$ cat config.mk
export PLATFORM = sky130hd
export DESIGN_NAME = clwf_top
export DESIGN_NICKNAME = d
export VERILOG_FILES = /design/src/verilog/clwf_pkg.sv /design/src/verilog/clwf_hyst_flag.sv /design/src/verilog/clwf_top.sv
export VERILOG_INCLUDE_DIRS = /design/src /design/src/verilog
export SDC_FILE = /design/constraint.sdc
export NUM_CORES = 1
export LEC_CHECK = 0
export BUFFER_PORTS_ARGS = -buffer_cell sky130_fd_sc_hd__buf_4
export CAP_MARGIN = 20
export CORE_ASPECT_RATIO = 0.75
export CORE_UTILIZATION = 54
export CTS_CLUSTER_SIZE = 16
export DETAILED_ROUTE_END_ITERATION = 10
export MAX_ROUTING_LAYER = met4
export PLACE_DENSITY = 0.89
export SYNTH_ARGS = -nofsm -noshare
export SYNTH_HDL_FRONTEND = slang
export SYNTH_HIERARCHICAL = 1
export SYNTH_SLANG_ARGS = --single-unit
$ cat constraint.sdc
create_clock -name hclk -period 4.78 [get_ports hclk]
set_input_delay 0.239 -clock hclk [delete_from_list [all_inputs] [get_ports hclk]]
set_output_delay 0.239 -clock hclk [all_outputs]
set_load 0.1 [all_outputs]
$ cat src/verilog/clwf_defines.svh
// Register offsets, field positions, reset values and timing figures of the warning flag block.
`ifndef CLWF_DEFINES_SVH
`define CLWF_DEFINES_SVH

`define CLWF_OFF_STATUS 8'h00
`define CLWF_OFF_INIT_SET 8'h04
`define CLWF_OFF_INIT_CLEAR 8'h08
`define CLWF_OFF_FINAL_SET 8'h0C
`define CLWF_OFF_FINAL_CLEAR 8'h10
`define CLWF_OFF_CAPACITY 8'h14

`define CLWF_BIT_INIT 0
`define CLWF_BIT_FINAL 1
`define CLWF_BIT_SHORT 2
`define CLWF_BIT_TAB 3

`define CLWF_RST_INIT_SET 16'h0096
`define CLWF_RST_INIT_CLEAR 16'h00AF
`define CLWF_RST_FINAL_SET 16'h004B
`define CLWF_RST_FINAL_CLEAR 16'h0064
`define CLWF_RST_CAPACITY 16'h0000

`define CLWF_LEVEL_OFF 16'hFFFF
`define CLWF_HSIZE_WORD 3'b010
`define CLWF_READ_WAIT_CYCLES 1

`endif

$ cat src/verilog/clwf_pkg.sv
// Types and shared compare functions of the warning flag block.
package clwf_pkg;

  typedef logic signed [15:0] clwf_cap_t;

  typedef struct packed {
    logic tab_disconnect_flag;
    logic internal_short_flag;
    logic final_discharge_flag;
    logic initial_low_charge_flag;
  } clwf_status_t;

  typedef struct packed {
    clwf_cap_t initial_warning_set_level;
    clwf_cap_t initial_warning_clear_level;
    clwf_cap_t final_warning_set_level;
    clwf_cap_t final_warning_clear_level;
  } clwf_thresh_t;

  typedef enum logic [1:0] {
    st_idle = 2'b01,
    st_rdwait = 2'b10
  } clwf_bus_state_t;

  // Signed mAh compare, value strictly below level.
  function automatic logic clwf_below(clwf_cap_t value, clwf_cap_t level);
    return value < level;
  endfunction

  // Signed mAh compare, value strictly above level.
  function automatic logic clwf_above(clwf_cap_t value, clwf_cap_t level);
    return value > level;
  endfunction

endpackage

$ cat src/verilog/clwf_hyst_flag.sv
// One capacity warning flag with separate set and clear levels.
`timescale 1ns/1ps
`include "clwf_defines.svh"
module clwf_hyst_flag #(
  parameter bit ALLOW_OFF = 1'b0
) (
  // Clock and reset.
  input wire logic hclk,
  input wire logic hresetn,
  // Comparison inputs.
  input wire logic eval,
  input wire clwf_pkg::clwf_cap_t level,
  input wire clwf_pkg::clwf_cap_t set_level,
  input wire clwf_pkg::clwf_cap_t clear_level,
  // Flag.
  output logic flag_ff
);

  logic nxt_flag;
  logic set_off;

  always_comb begin
    set_off = ALLOW_OFF && (set_level == `CLWF_LEVEL_OFF);
    nxt_flag = flag_ff;
    if (eval) begin
      if (flag_ff) begin
        if (clwf_pkg::clwf_above(level, clear_level)) begin
          nxt_flag = 1'b0;
        end
      end else if (clwf_pkg::clwf_below(level, set_level) && !set_off) begin
        nxt_flag = 1'b1;
      end
    end
  end

  always_ff @(posedge hclk or negedge hresetn) begin
    if (!hresetn) begin
      flag_ff <= 1'b0;
    end else begin
      flag_ff <= nxt_flag;
    end
  end

endmodule

$ cat src/verilog/clwf_top.sv
// Charge level warning flags with an AHB-Lite register slave.
//
// Notes on behaviour
// - The initial low-charge flag sets when remaining capacity falls below its set level.
// - The initial low-charge flag clears only when capacity rises above its own clear level.
// - The final discharge flag sets when remaining capacity falls below its set level.
// - A final set level of minus one keeps the final discharge flag from ever setting.
// - The final discharge flag clears above its clear level, and only when already set.
// - Levels and capacity are compared in the same mAh unit with no scaling.
// - The internal short flag sets when the relaxed-voltage monitor reports a short.
// - The tab disconnect flag sets when the health estimate monitor reports a lost tab.
// - All four flags are presented together in one status word for the host.
//
// The AHB-Lite register port and the address map are this design's own decisions.
`timescale 1ns/1ps
`include "clwf_defines.svh"
module clwf_top (
  // Clock and reset.
  input wire logic hclk,
  input wire logic hresetn,
  // AHB-Lite slave.
  input wire logic hsel,
  input wire logic [31:0] haddr,
  input wire logic [1:0] htrans,
  input wire logic hwrite,
  input wire logic [2:0] hsize,
  input wire logic [31:0] hwdata,
  input wire logic hready,
  output logic hreadyout,
  output logic hresp,
  output logic [31:0] hrdata,
  // Gauge side inputs.
  input wire logic cap_valid,
  input wire clwf_pkg::clwf_cap_t remaining_capacity_a,
  input wire logic short_detect,
  input wire logic tab_detect,
  // Flags.
  output clwf_pkg::clwf_status_t warning_status
);

  ////////////////////////////////////////////////////////////////////////////
  // Bus slave.

  clwf_pkg::clwf_bus_state_t state_ff, nxt_state;
  logic [7:0] addr_ff, nxt_addr;
  logic wr_ff, nxt_wr;
  logic ready_ff, nxt_ready;
  logic [31:0] rdata_ff, nxt_rdata;
  logic accept;
  logic wr_strobe;
  logic [31:0] read_value;

  clwf_pkg::clwf_thresh_t thresh_ff, nxt_thresh;
  clwf_pkg::clwf_cap_t cap_ff, nxt_cap;
  logic short_ff, nxt_short;
  logic tab_ff, nxt_tab;
  logic init_flag;
  logic final_flag;
  clwf_pkg::clwf_status_t status_ff, nxt_status;

  assign accept = hsel && htrans[1] && hready;
  assign wr_strobe = wr_ff && (state_ff == clwf_pkg::st_idle);

  always_comb begin
    read_value = 32'h0000_0000;
    case (addr_ff)
      `CLWF_OFF_STATUS: read_value = {28'h000_0000, status_ff};
      `CLWF_OFF_INIT_SET: read_value = {16'h0000, thresh_ff.initial_warning_set_level};
      `CLWF_OFF_INIT_CLEAR: read_value = {16'h0000, thresh_ff.initial_warning_clear_level};
      `CLWF_OFF_FINAL_SET: read_value = {16'h0000, thresh_ff.final_warning_set_level};
      `CLWF_OFF_FINAL_CLEAR: read_value = {16'h0000, thresh_ff.final_warning_clear_level};
      `CLWF_OFF_CAPACITY: read_value = {16'h0000, cap_ff};
      default: read_value = 32'h0000_0000;
    endcase
  end

  always_comb begin
    nxt_state = state_ff;
    nxt_addr = addr_ff;
    nxt_wr = 1'b0;
    nxt_ready = ready_ff;
    nxt_rdata = rdata_ff;
    case (state_ff)
      clwf_pkg::st_idle: begin
        if (accept) begin
          nxt_addr = haddr[7:0];
          if (hwrite) begin
            nxt_wr = (hsize == `CLWF_HSIZE_WORD);
          end else begin
            nxt_state = clwf_pkg::st_rdwait;
            nxt_ready = 1'b0;
          end
        end
      end
      clwf_pkg::st_rdwait: begin
        nxt_rdata = read_value;
        nxt_ready = 1'b1;
        nxt_state = clwf_pkg::st_idle;
      end
      default: begin
        nxt_state = clwf_pkg::st_idle;
        nxt_ready = 1'b1;
      end
    endcase
  end

  always_ff @(posedge hclk or negedge hresetn) begin
    if (!hresetn) begin
      state_ff <= clwf_pkg::st_idle;
      addr_ff <= 8'h00;
      wr_ff <= 1'b0;
      ready_ff <= 1'b1;
      rdata_ff <= 32'h0000_0000;
    end else begin
      state_ff <= nxt_state;
      addr_ff <= nxt_addr;
      wr_ff <= nxt_wr;
      ready_ff <= nxt_ready;
      rdata_ff <= nxt_rdata;
    end
  end

  assign hreadyout = ready_ff;
  assign hrdata = rdata_ff;
  assign hresp = 1'b0;

  ////////////////////////////////////////////////////////////////////////////
  // Levels, capacity sample and condition flags.

  always_comb begin
    nxt_thresh = thresh_ff;
    nxt_cap = cap_ff;
    nxt_short = short_ff;
    nxt_tab = tab_ff;
    if (wr_strobe) begin
      case (addr_ff)
        `CLWF_OFF_INIT_SET: nxt_thresh.initial_warning_set_level = hwdata[15:0];
        `CLWF_OFF_INIT_CLEAR: nxt_thresh.initial_warning_clear_level = hwdata[15:0];
        `CLWF_OFF_FINAL_SET: nxt_thresh.final_warning_set_level = hwdata[15:0];
        `CLWF_OFF_FINAL_CLEAR: nxt_thresh.final_warning_clear_level = hwdata[15:0];
        `CLWF_OFF_STATUS: begin
          // Writing one clears a condition flag; a detection in the same cycle wins.
          if (hwdata[`CLWF_BIT_SHORT]) begin
            nxt_short = 1'b0;
          end
          if (hwdata[`CLWF_BIT_TAB]) begin
            nxt_tab = 1'b0;
          end
        end
        default: begin
        end
      endcase
    end
    if (short_detect) begin
      nxt_short = 1'b1;
    end
    if (tab_detect) begin
      nxt_tab = 1'b1;
    end
    if (cap_valid) begin
      nxt_cap = remaining_capacity_a;
    end
  end

  always_ff @(posedge hclk or negedge hresetn) begin
    if (!hresetn) begin
      thresh_ff <= {`CLWF_RST_INIT_SET, `CLWF_RST_INIT_CLEAR,
                    `CLWF_RST_FINAL_SET, `CLWF_RST_FINAL_CLEAR};
      cap_ff <= `CLWF_RST_CAPACITY;
      short_ff <= 1'b0;
      tab_ff <= 1'b0;
    end else begin
      thresh_ff <= nxt_thresh;
      cap_ff <= nxt_cap;
      short_ff <= nxt_short;
      tab_ff <= nxt_tab;
    end
  end

  ////////////////////////////////////////////////////////////////////////////
  // Capacity warnings, evaluated on each incoming sample.

  clwf_hyst_flag #(
    .ALLOW_OFF(1'b0)
  ) u_initial (
    .hclk(hclk),
    .hresetn(hresetn),
    .eval(cap_valid),
    .level(remaining_capacity_a),
    .set_level(thresh_ff.initial_warning_set_level),
    .clear_level(thresh_ff.initial_warning_clear_level),
    .flag_ff(init_flag)
  );

  clwf_hyst_flag #(
    .ALLOW_OFF(1'b1)
  ) u_final (
    .hclk(hclk),
    .hresetn(hresetn),
    .eval(cap_valid),
    .level(remaining_capacity_a),
    .set_level(thresh_ff.final_warning_set_level),
    .clear_level(thresh_ff.final_warning_clear_level),
    .flag_ff(final_flag)
  );

  ////////////////////////////////////////////////////////////////////////////
  // Status word, registered once more so that the port comes from a flop.

  always_comb begin
    nxt_status.initial_low_charge_flag = init_flag;
    nxt_status.final_discharge_flag = final_flag;
    nxt_status.internal_short_flag = short_ff;
    nxt_status.tab_disconnect_flag = tab_ff;
  end

  always_ff @(posedge hclk or negedge hresetn) begin
    if (!hresetn) begin
      status_ff <= 4'h0;
    end else begin
      status_ff <= nxt_status;
    end
  end

  assign warning_status = status_ff;

  ////////////////////////////////////////////////////////////////////////////
  // Checks.

  a_init_sets_low: assert property (@(posedge hclk) disable iff (!hresetn)
    (cap_valid && !init_flag &&
     (remaining_capacity_a < thresh_ff.initial_warning_set_level))
    |=> init_flag ##1 warning_status.initial_low_charge_flag)
    else $error("initial flag did not set below its set level");

  a_init_hyst_hold: assert property (@(posedge hclk) disable iff (!hresetn)
    (init_flag && cap_valid &&
     !(remaining_capacity_a > thresh_ff.initial_warning_clear_level))
    |=> init_flag)
    else $error("initial flag cleared without passing its clear level");

  a_final_sets_low: assert property (@(posedge hclk) disable iff (!hresetn)
    (cap_valid && !final_flag && thresh_ff.final_warning_set_level != `CLWF_LEVEL_OFF &&
     (remaining_capacity_a < thresh_ff.final_warning_set_level))
    |=> final_flag)
    else $error("final flag did not set below its set level");

  a_final_off_never: assert property (@(posedge hclk) disable iff (!hresetn)
    (!final_flag && thresh_ff.final_warning_set_level == `CLWF_LEVEL_OFF)
    |=> !final_flag)
    else $error("final flag set while its set level is minus one");

  a_final_clear_high: assert property (@(posedge hclk) disable iff (!hresetn)
    (final_flag && cap_valid &&
     (remaining_capacity_a > thresh_ff.final_warning_clear_level))
    |=> !final_flag ##1 !warning_status.final_discharge_flag)
    else $error("final flag did not clear above its clear level");

  a_short_sticky: assert property (@(posedge hclk) disable iff (!hresetn)
    short_detect |=> ##1 warning_status.internal_short_flag)
    else $error("internal short flag missing after detection");

  a_tab_sticky: assert property (@(posedge hclk) disable iff (!hresetn)
    tab_detect |=> ##1 warning_status.tab_disconnect_flag)
    else $error("tab disconnect flag missing after detection");

  a_status_read_word: assert property (@(posedge hclk) disable iff (!hresetn)
    (accept && !hwrite && haddr[7:0] == `CLWF_OFF_STATUS && state_ff == clwf_pkg::st_idle)
    |=> !hreadyout ##1 (hreadyout && hrdata[3:0] == $past(warning_status)))
    else $error("status read did not return the flag word");

  a_flags_hold_idle: assert property (@(posedge hclk) disable iff (!hresetn)
    !cap_valid |=> $stable(init_flag) && $stable(final_flag))
    else $error("capacity flag changed without a new sample");

  a_flags_reset_zero: assert property (@(posedge hclk) disable iff (!hresetn)
    $rose(hresetn) |-> (warning_status == 4'h0))
    else $error("flags not clear after reset");

  a_init_clears_high: assert property (@(posedge hclk) disable iff (!hresetn)
    (init_flag && cap_valid &&
     (remaining_capacity_a > thresh_ff.initial_warning_clear_level))
    |=> !init_flag)
    else $error("initial flag did not clear above its clear level");

  a_final_hyst_hold: assert property (@(posedge hclk) disable iff (!hresetn)
    (final_flag && cap_valid &&
     !(remaining_capacity_a > thresh_ff.final_warning_clear_level))
    |=> final_flag)
    else $error("final flag cleared without passing its clear level");

  a_short_set_wins: assert property (@(posedge hclk) disable iff (!hresetn)
    short_detect |=> short_ff)
    else $error("internal short flag lost against a clear");

  a_tab_set_wins: assert property (@(posedge hclk) disable iff (!hresetn)
    tab_detect |=> tab_ff)
    else $error("tab disconnect flag lost against a clear");

  a_short_kept: assert property (@(posedge hclk) disable iff (!hresetn)
    (short_ff && !(wr_strobe && addr_ff == `CLWF_OFF_STATUS && hwdata[`CLWF_BIT_SHORT]))
    |=> short_ff)
    else $error("internal short flag dropped without a clear");

  a_cap_latched: assert property (@(posedge hclk) disable iff (!hresetn)
    cap_valid |=> (cap_ff == $past(remaining_capacity_a)))
    else $error("capacity sample not latched");

endmodule

==> qor.csv <==
stage;metric;value;unit
cells_and_area;fillers;943;
logic_synthesis;ys async rst share;100;%
sta;Final Setup Violations;0;
logic_synthesis;largest family of logic cells by synthesized area;multiplexers;
detailed_routing;number of DRC markers in iteration 0;356;
setup_path;Worst EP arrival;3.21;ns
floorplanning;Die Ht;99.7;um
detailed_routing;DR vias;5254;
cts;CTS sink count;115;
cts;post-CTS setup buffers;0;
min_path;Hold WC Path Type;primary input to register;
logic_synthesis;adder-cell share of the synthesized area;11.3;%
cells_and_area;commonest non-fill, non-tap cells in the layout;dfrtp_1 (97), mux2_2 (95), buf_4 (77);
sta;Pins Over Slew Limit;0;
cts;Skew-Pair Late Insertion Delay;0.42;ns
cts;CTS H-tree lvls;4;
detailed_routing;WL final;18500;um
pwr;switching pwr;0.873;mW
cts;cts bufs inserted;17;
detailed_routing;DR vias/cell;6.06;
detailed_routing;Remaining DRCs;0;
cells_and_area;P&R area growth vs syn;18.1;%
sta;Final Skew;0.00867;ns
sta;worst setup slack after layout;1.87;ns
logic_synthesis;Post-Synth Simple-Gate Area;8.29;%
pwr;PwrDens;366;nW/um^2
logic_synthesis;Synth Area in XOR/XNOR;0;%
job;max cap viols;0;
cells_and_area;layout cell share with drive strength beyond 1;35.0;%
sta;fmax;343;MHz
logic_synthesis;mux contribution to synthesized area;20.5;%
cts;Clk pin slew, worst setup/hold paths;0.05;ns
logic_synthesis;synthesized cell area;6870;um^2
placed_design;Placer Congestion;0.959;
detailed_routing;metal3 WL;1510;um
floorplanning;total die area;13200;um^2
logic_synthesis;sequential cell area fraction in the yosys report;42.2;%
detailed_routing;WL met1;7930;um
grt;global-route wire length before repair;29100;um
setup_path;Critical Path Sink Type;register;
grt;GRT Util Overall;30.7;%
cts;CTS Buffer Depth;2;
sta;setup TNS;0;ns
detailed_routing;post-route ant nets;0;
logic_synthesis;Synth area leader;dfrtp_1;
detailed_routing;met2 WL;8560;um
placed_design;DP Wirelength;12800;um
pwr;worst IR drop on VDD;0.000248;V
setup_path;kind of critical path;register to register;
floorplanning;site row count;35;
floorplanning;core region area;12300;um^2
setup_path;CP startpoint kind;register;
logic_synthesis;Syn Area/Cell;11.3;um^2
pwr;switching part of the total;29.4;%
sta;final hold vios;0;
logic_synthesis;Most used DFF post-synth;dfrtp_1;
floorplanning;Initial Utilization;55.6;%
outcome;run status;finished clean;
sta;fin crit share;60.9;%
sta;slew margin rel.;31.3;%
pwr;Clock Power Share;42.8;%
cells_and_area;commonest non-fill, non-tap cell in the layout;dfrtp_1;
logic_synthesis;library cells used by synthesis;62;
detailed_routing;drt first pass iters;5;
pwr;Int Power;2.10;mW
grt;grt total ovfl;0;
setup_path;Req. time, crit path;5.08;ns
logic_synthesis;cell count after synthesis;609;
pwr;Comb power frac;19.1;%
cts;Root Driver;clkbuf_16;
logic_synthesis;Synth Area in Compound Gates;10.3;%
grt;largest net degree at the start of global routing;72;
detailed_routing;DR top layer;met4;
logic_synthesis;Yosys reg bits;115;
cells_and_area;fin nets;842;
setup_path;crit-path max FO;17;
sta;Tmin final;2.91;ns
detailed_routing;wire per inst;21.4;um
logic_synthesis;share of the synthesized area in the top cell type;35.3;%
cts;post-cts gate resize count;0;
sta;unrepaired setup endpoints after global routing;no;
grt;initial antenna violation count;1;
logic_synthesis;Post-synth EDFFs;0;
floorplanning;width of the die;132;um
sta;actual slew at the worst max-slew pin;1.03;ns
placed_design;pre-CTS WS;1.97;ns
grt;vias in the first global route;5331;
pwr;Reg power frac;38.1;%
logic_synthesis;YS warnings;6;
cts;TritonCTS clock tree;done;
placed_design;I/O Buffers;72;
pwr;Leakage;3.87;nW
floorplanning;I/O pin count;131;
logic_synthesis;ranking of synthesized cells by area;dfrtp_1 (35%), mux2_2 (16%), ha_1 (11%);
## critical path, cell delays in order, from the launching register on
cell	delay [ns]
dfrtp_1	0.41
nor3_1	0.31
and2_1	0.87
nand3_2	0.69
mux2_2	0.50
## power by group through the flow
stage | Combinational [mW] | Sequential (mW) | Clock, mW
2_1_floorplan | 0.374 | 1.15 | 0
3_3_place_gp | 0.532 | 1.14 | 0
3_5_place_dp | 0.552 | 1.15 | 0
4_1_cts | 0.561 | 1.13 | 1.29
5_1_grt | 0.609 | 1.14 | 1.32
6_report | 0.567 | 1.13 | 1.27
## final timing paths
kind / startpoint / endpoint / slack (ns) / cells past startpoint
max: addr_ff[0]$_DFFE_PN0P_ / thresh_ff[7]$_DFFE_PN0P_ / 1.87 / 4
min in group asynchronous: hresetn / hrdata[15]$_DFFE_PN0N_ / 0.50 / 2
max in group asynchronous: hresetn / cap_ff[15]$_DFFE_PN0P_ / 3.12 / 3
min reg2reg: tab_ff$_DFFE_PN0P_ / warning_status[3]$_DFF_PN0_ / 0.38 / 0
max reg2reg: addr_ff[0]$_DFFE_PN0P_ / thresh_ff[7]$_DFFE_PN0P_ / 1.87 / 4
min: hwrite / state_ff[1]$_DFFE_PN0P_ / 0.02 / 2
## routing by layer
layer,global-route usage (%),vias to the layer above
met1,39.2,2633
met2,46.8,241
met5,-,-
met4,13.8,0
li1,-,2325
met3,7.14,55
## state kept, by name, indices dropped and copies added (netlist names)
signal / count
u_final/flag_ff: 1
addr_ff: 8
tab_ff: 1
wr_ff: 1
thresh_ff: 64
hrdata: 16
state_ff: 2
short_ff: 1
warning_status: 4
u_initial/flag_ff: 1
cap_ff: 16
## metrics by stage
stage          power, mW  hold WS, ns  cells  utilization [%]  instance area, um^2
2_1_floorplan       1.53      -0.0566    625                -                 6930
3_3_place_gp        1.67        0.360    831             60.6                 7490
3_5_place_dp        1.70        0.367    831             60.6                 7490
4_1_cts             2.98      0.00930    866             65.7                 8110
5_1_grt             3.07      0.00800    867             65.7                 8110
6_report            2.97       0.0227    867             65.7                 8110
## cells by family after synthesis
family | after synthesis
AO/OA/AOI/OAI | 101
adder cells (fa/ha/maj) | 62
buffers and inverters | 111
flip-flops | 115
multiplexers | 119
other | 1
AND/OR/NAND/NOR | 100
## area by class of cell
cell class	instances	area [um^2]	share of cell area, %
multi-input combinational	399	3530	43.5
sequential	115	2900	35.7
antenna	1	2.50	0.0308
clock buffer	23	488	6.01
inverter	74	278	3.42
timing repair buffer	80	608	7.49
clock inverter	9	104	1.28
tap	166	208	2.56
## timing repair
| item | 4_1_cts | 5_1_grt |
|---|---|---|
| setup endpoints to repair | 0 | 0 |
| hold buffers | 3 | 0 |
| endpoints found under the hold margin | 27 | 0 |
## cells in the mapped netlist, types with 9 or more instances
library cell,instances
mux2i_1,9
a22oi_1,15
mux2_4,10
inv_1,74
dfstp_2,18
clkbuf_1,9
nor2_1,16
dfrtp_1,97
nand4_1,14
ha_1,62
buf_4,17
mux2_2,95
nand2_1,29
o21ai_0,21
nor3_1,9
a21oi_1,19
(Power assumes the default switching activity.)
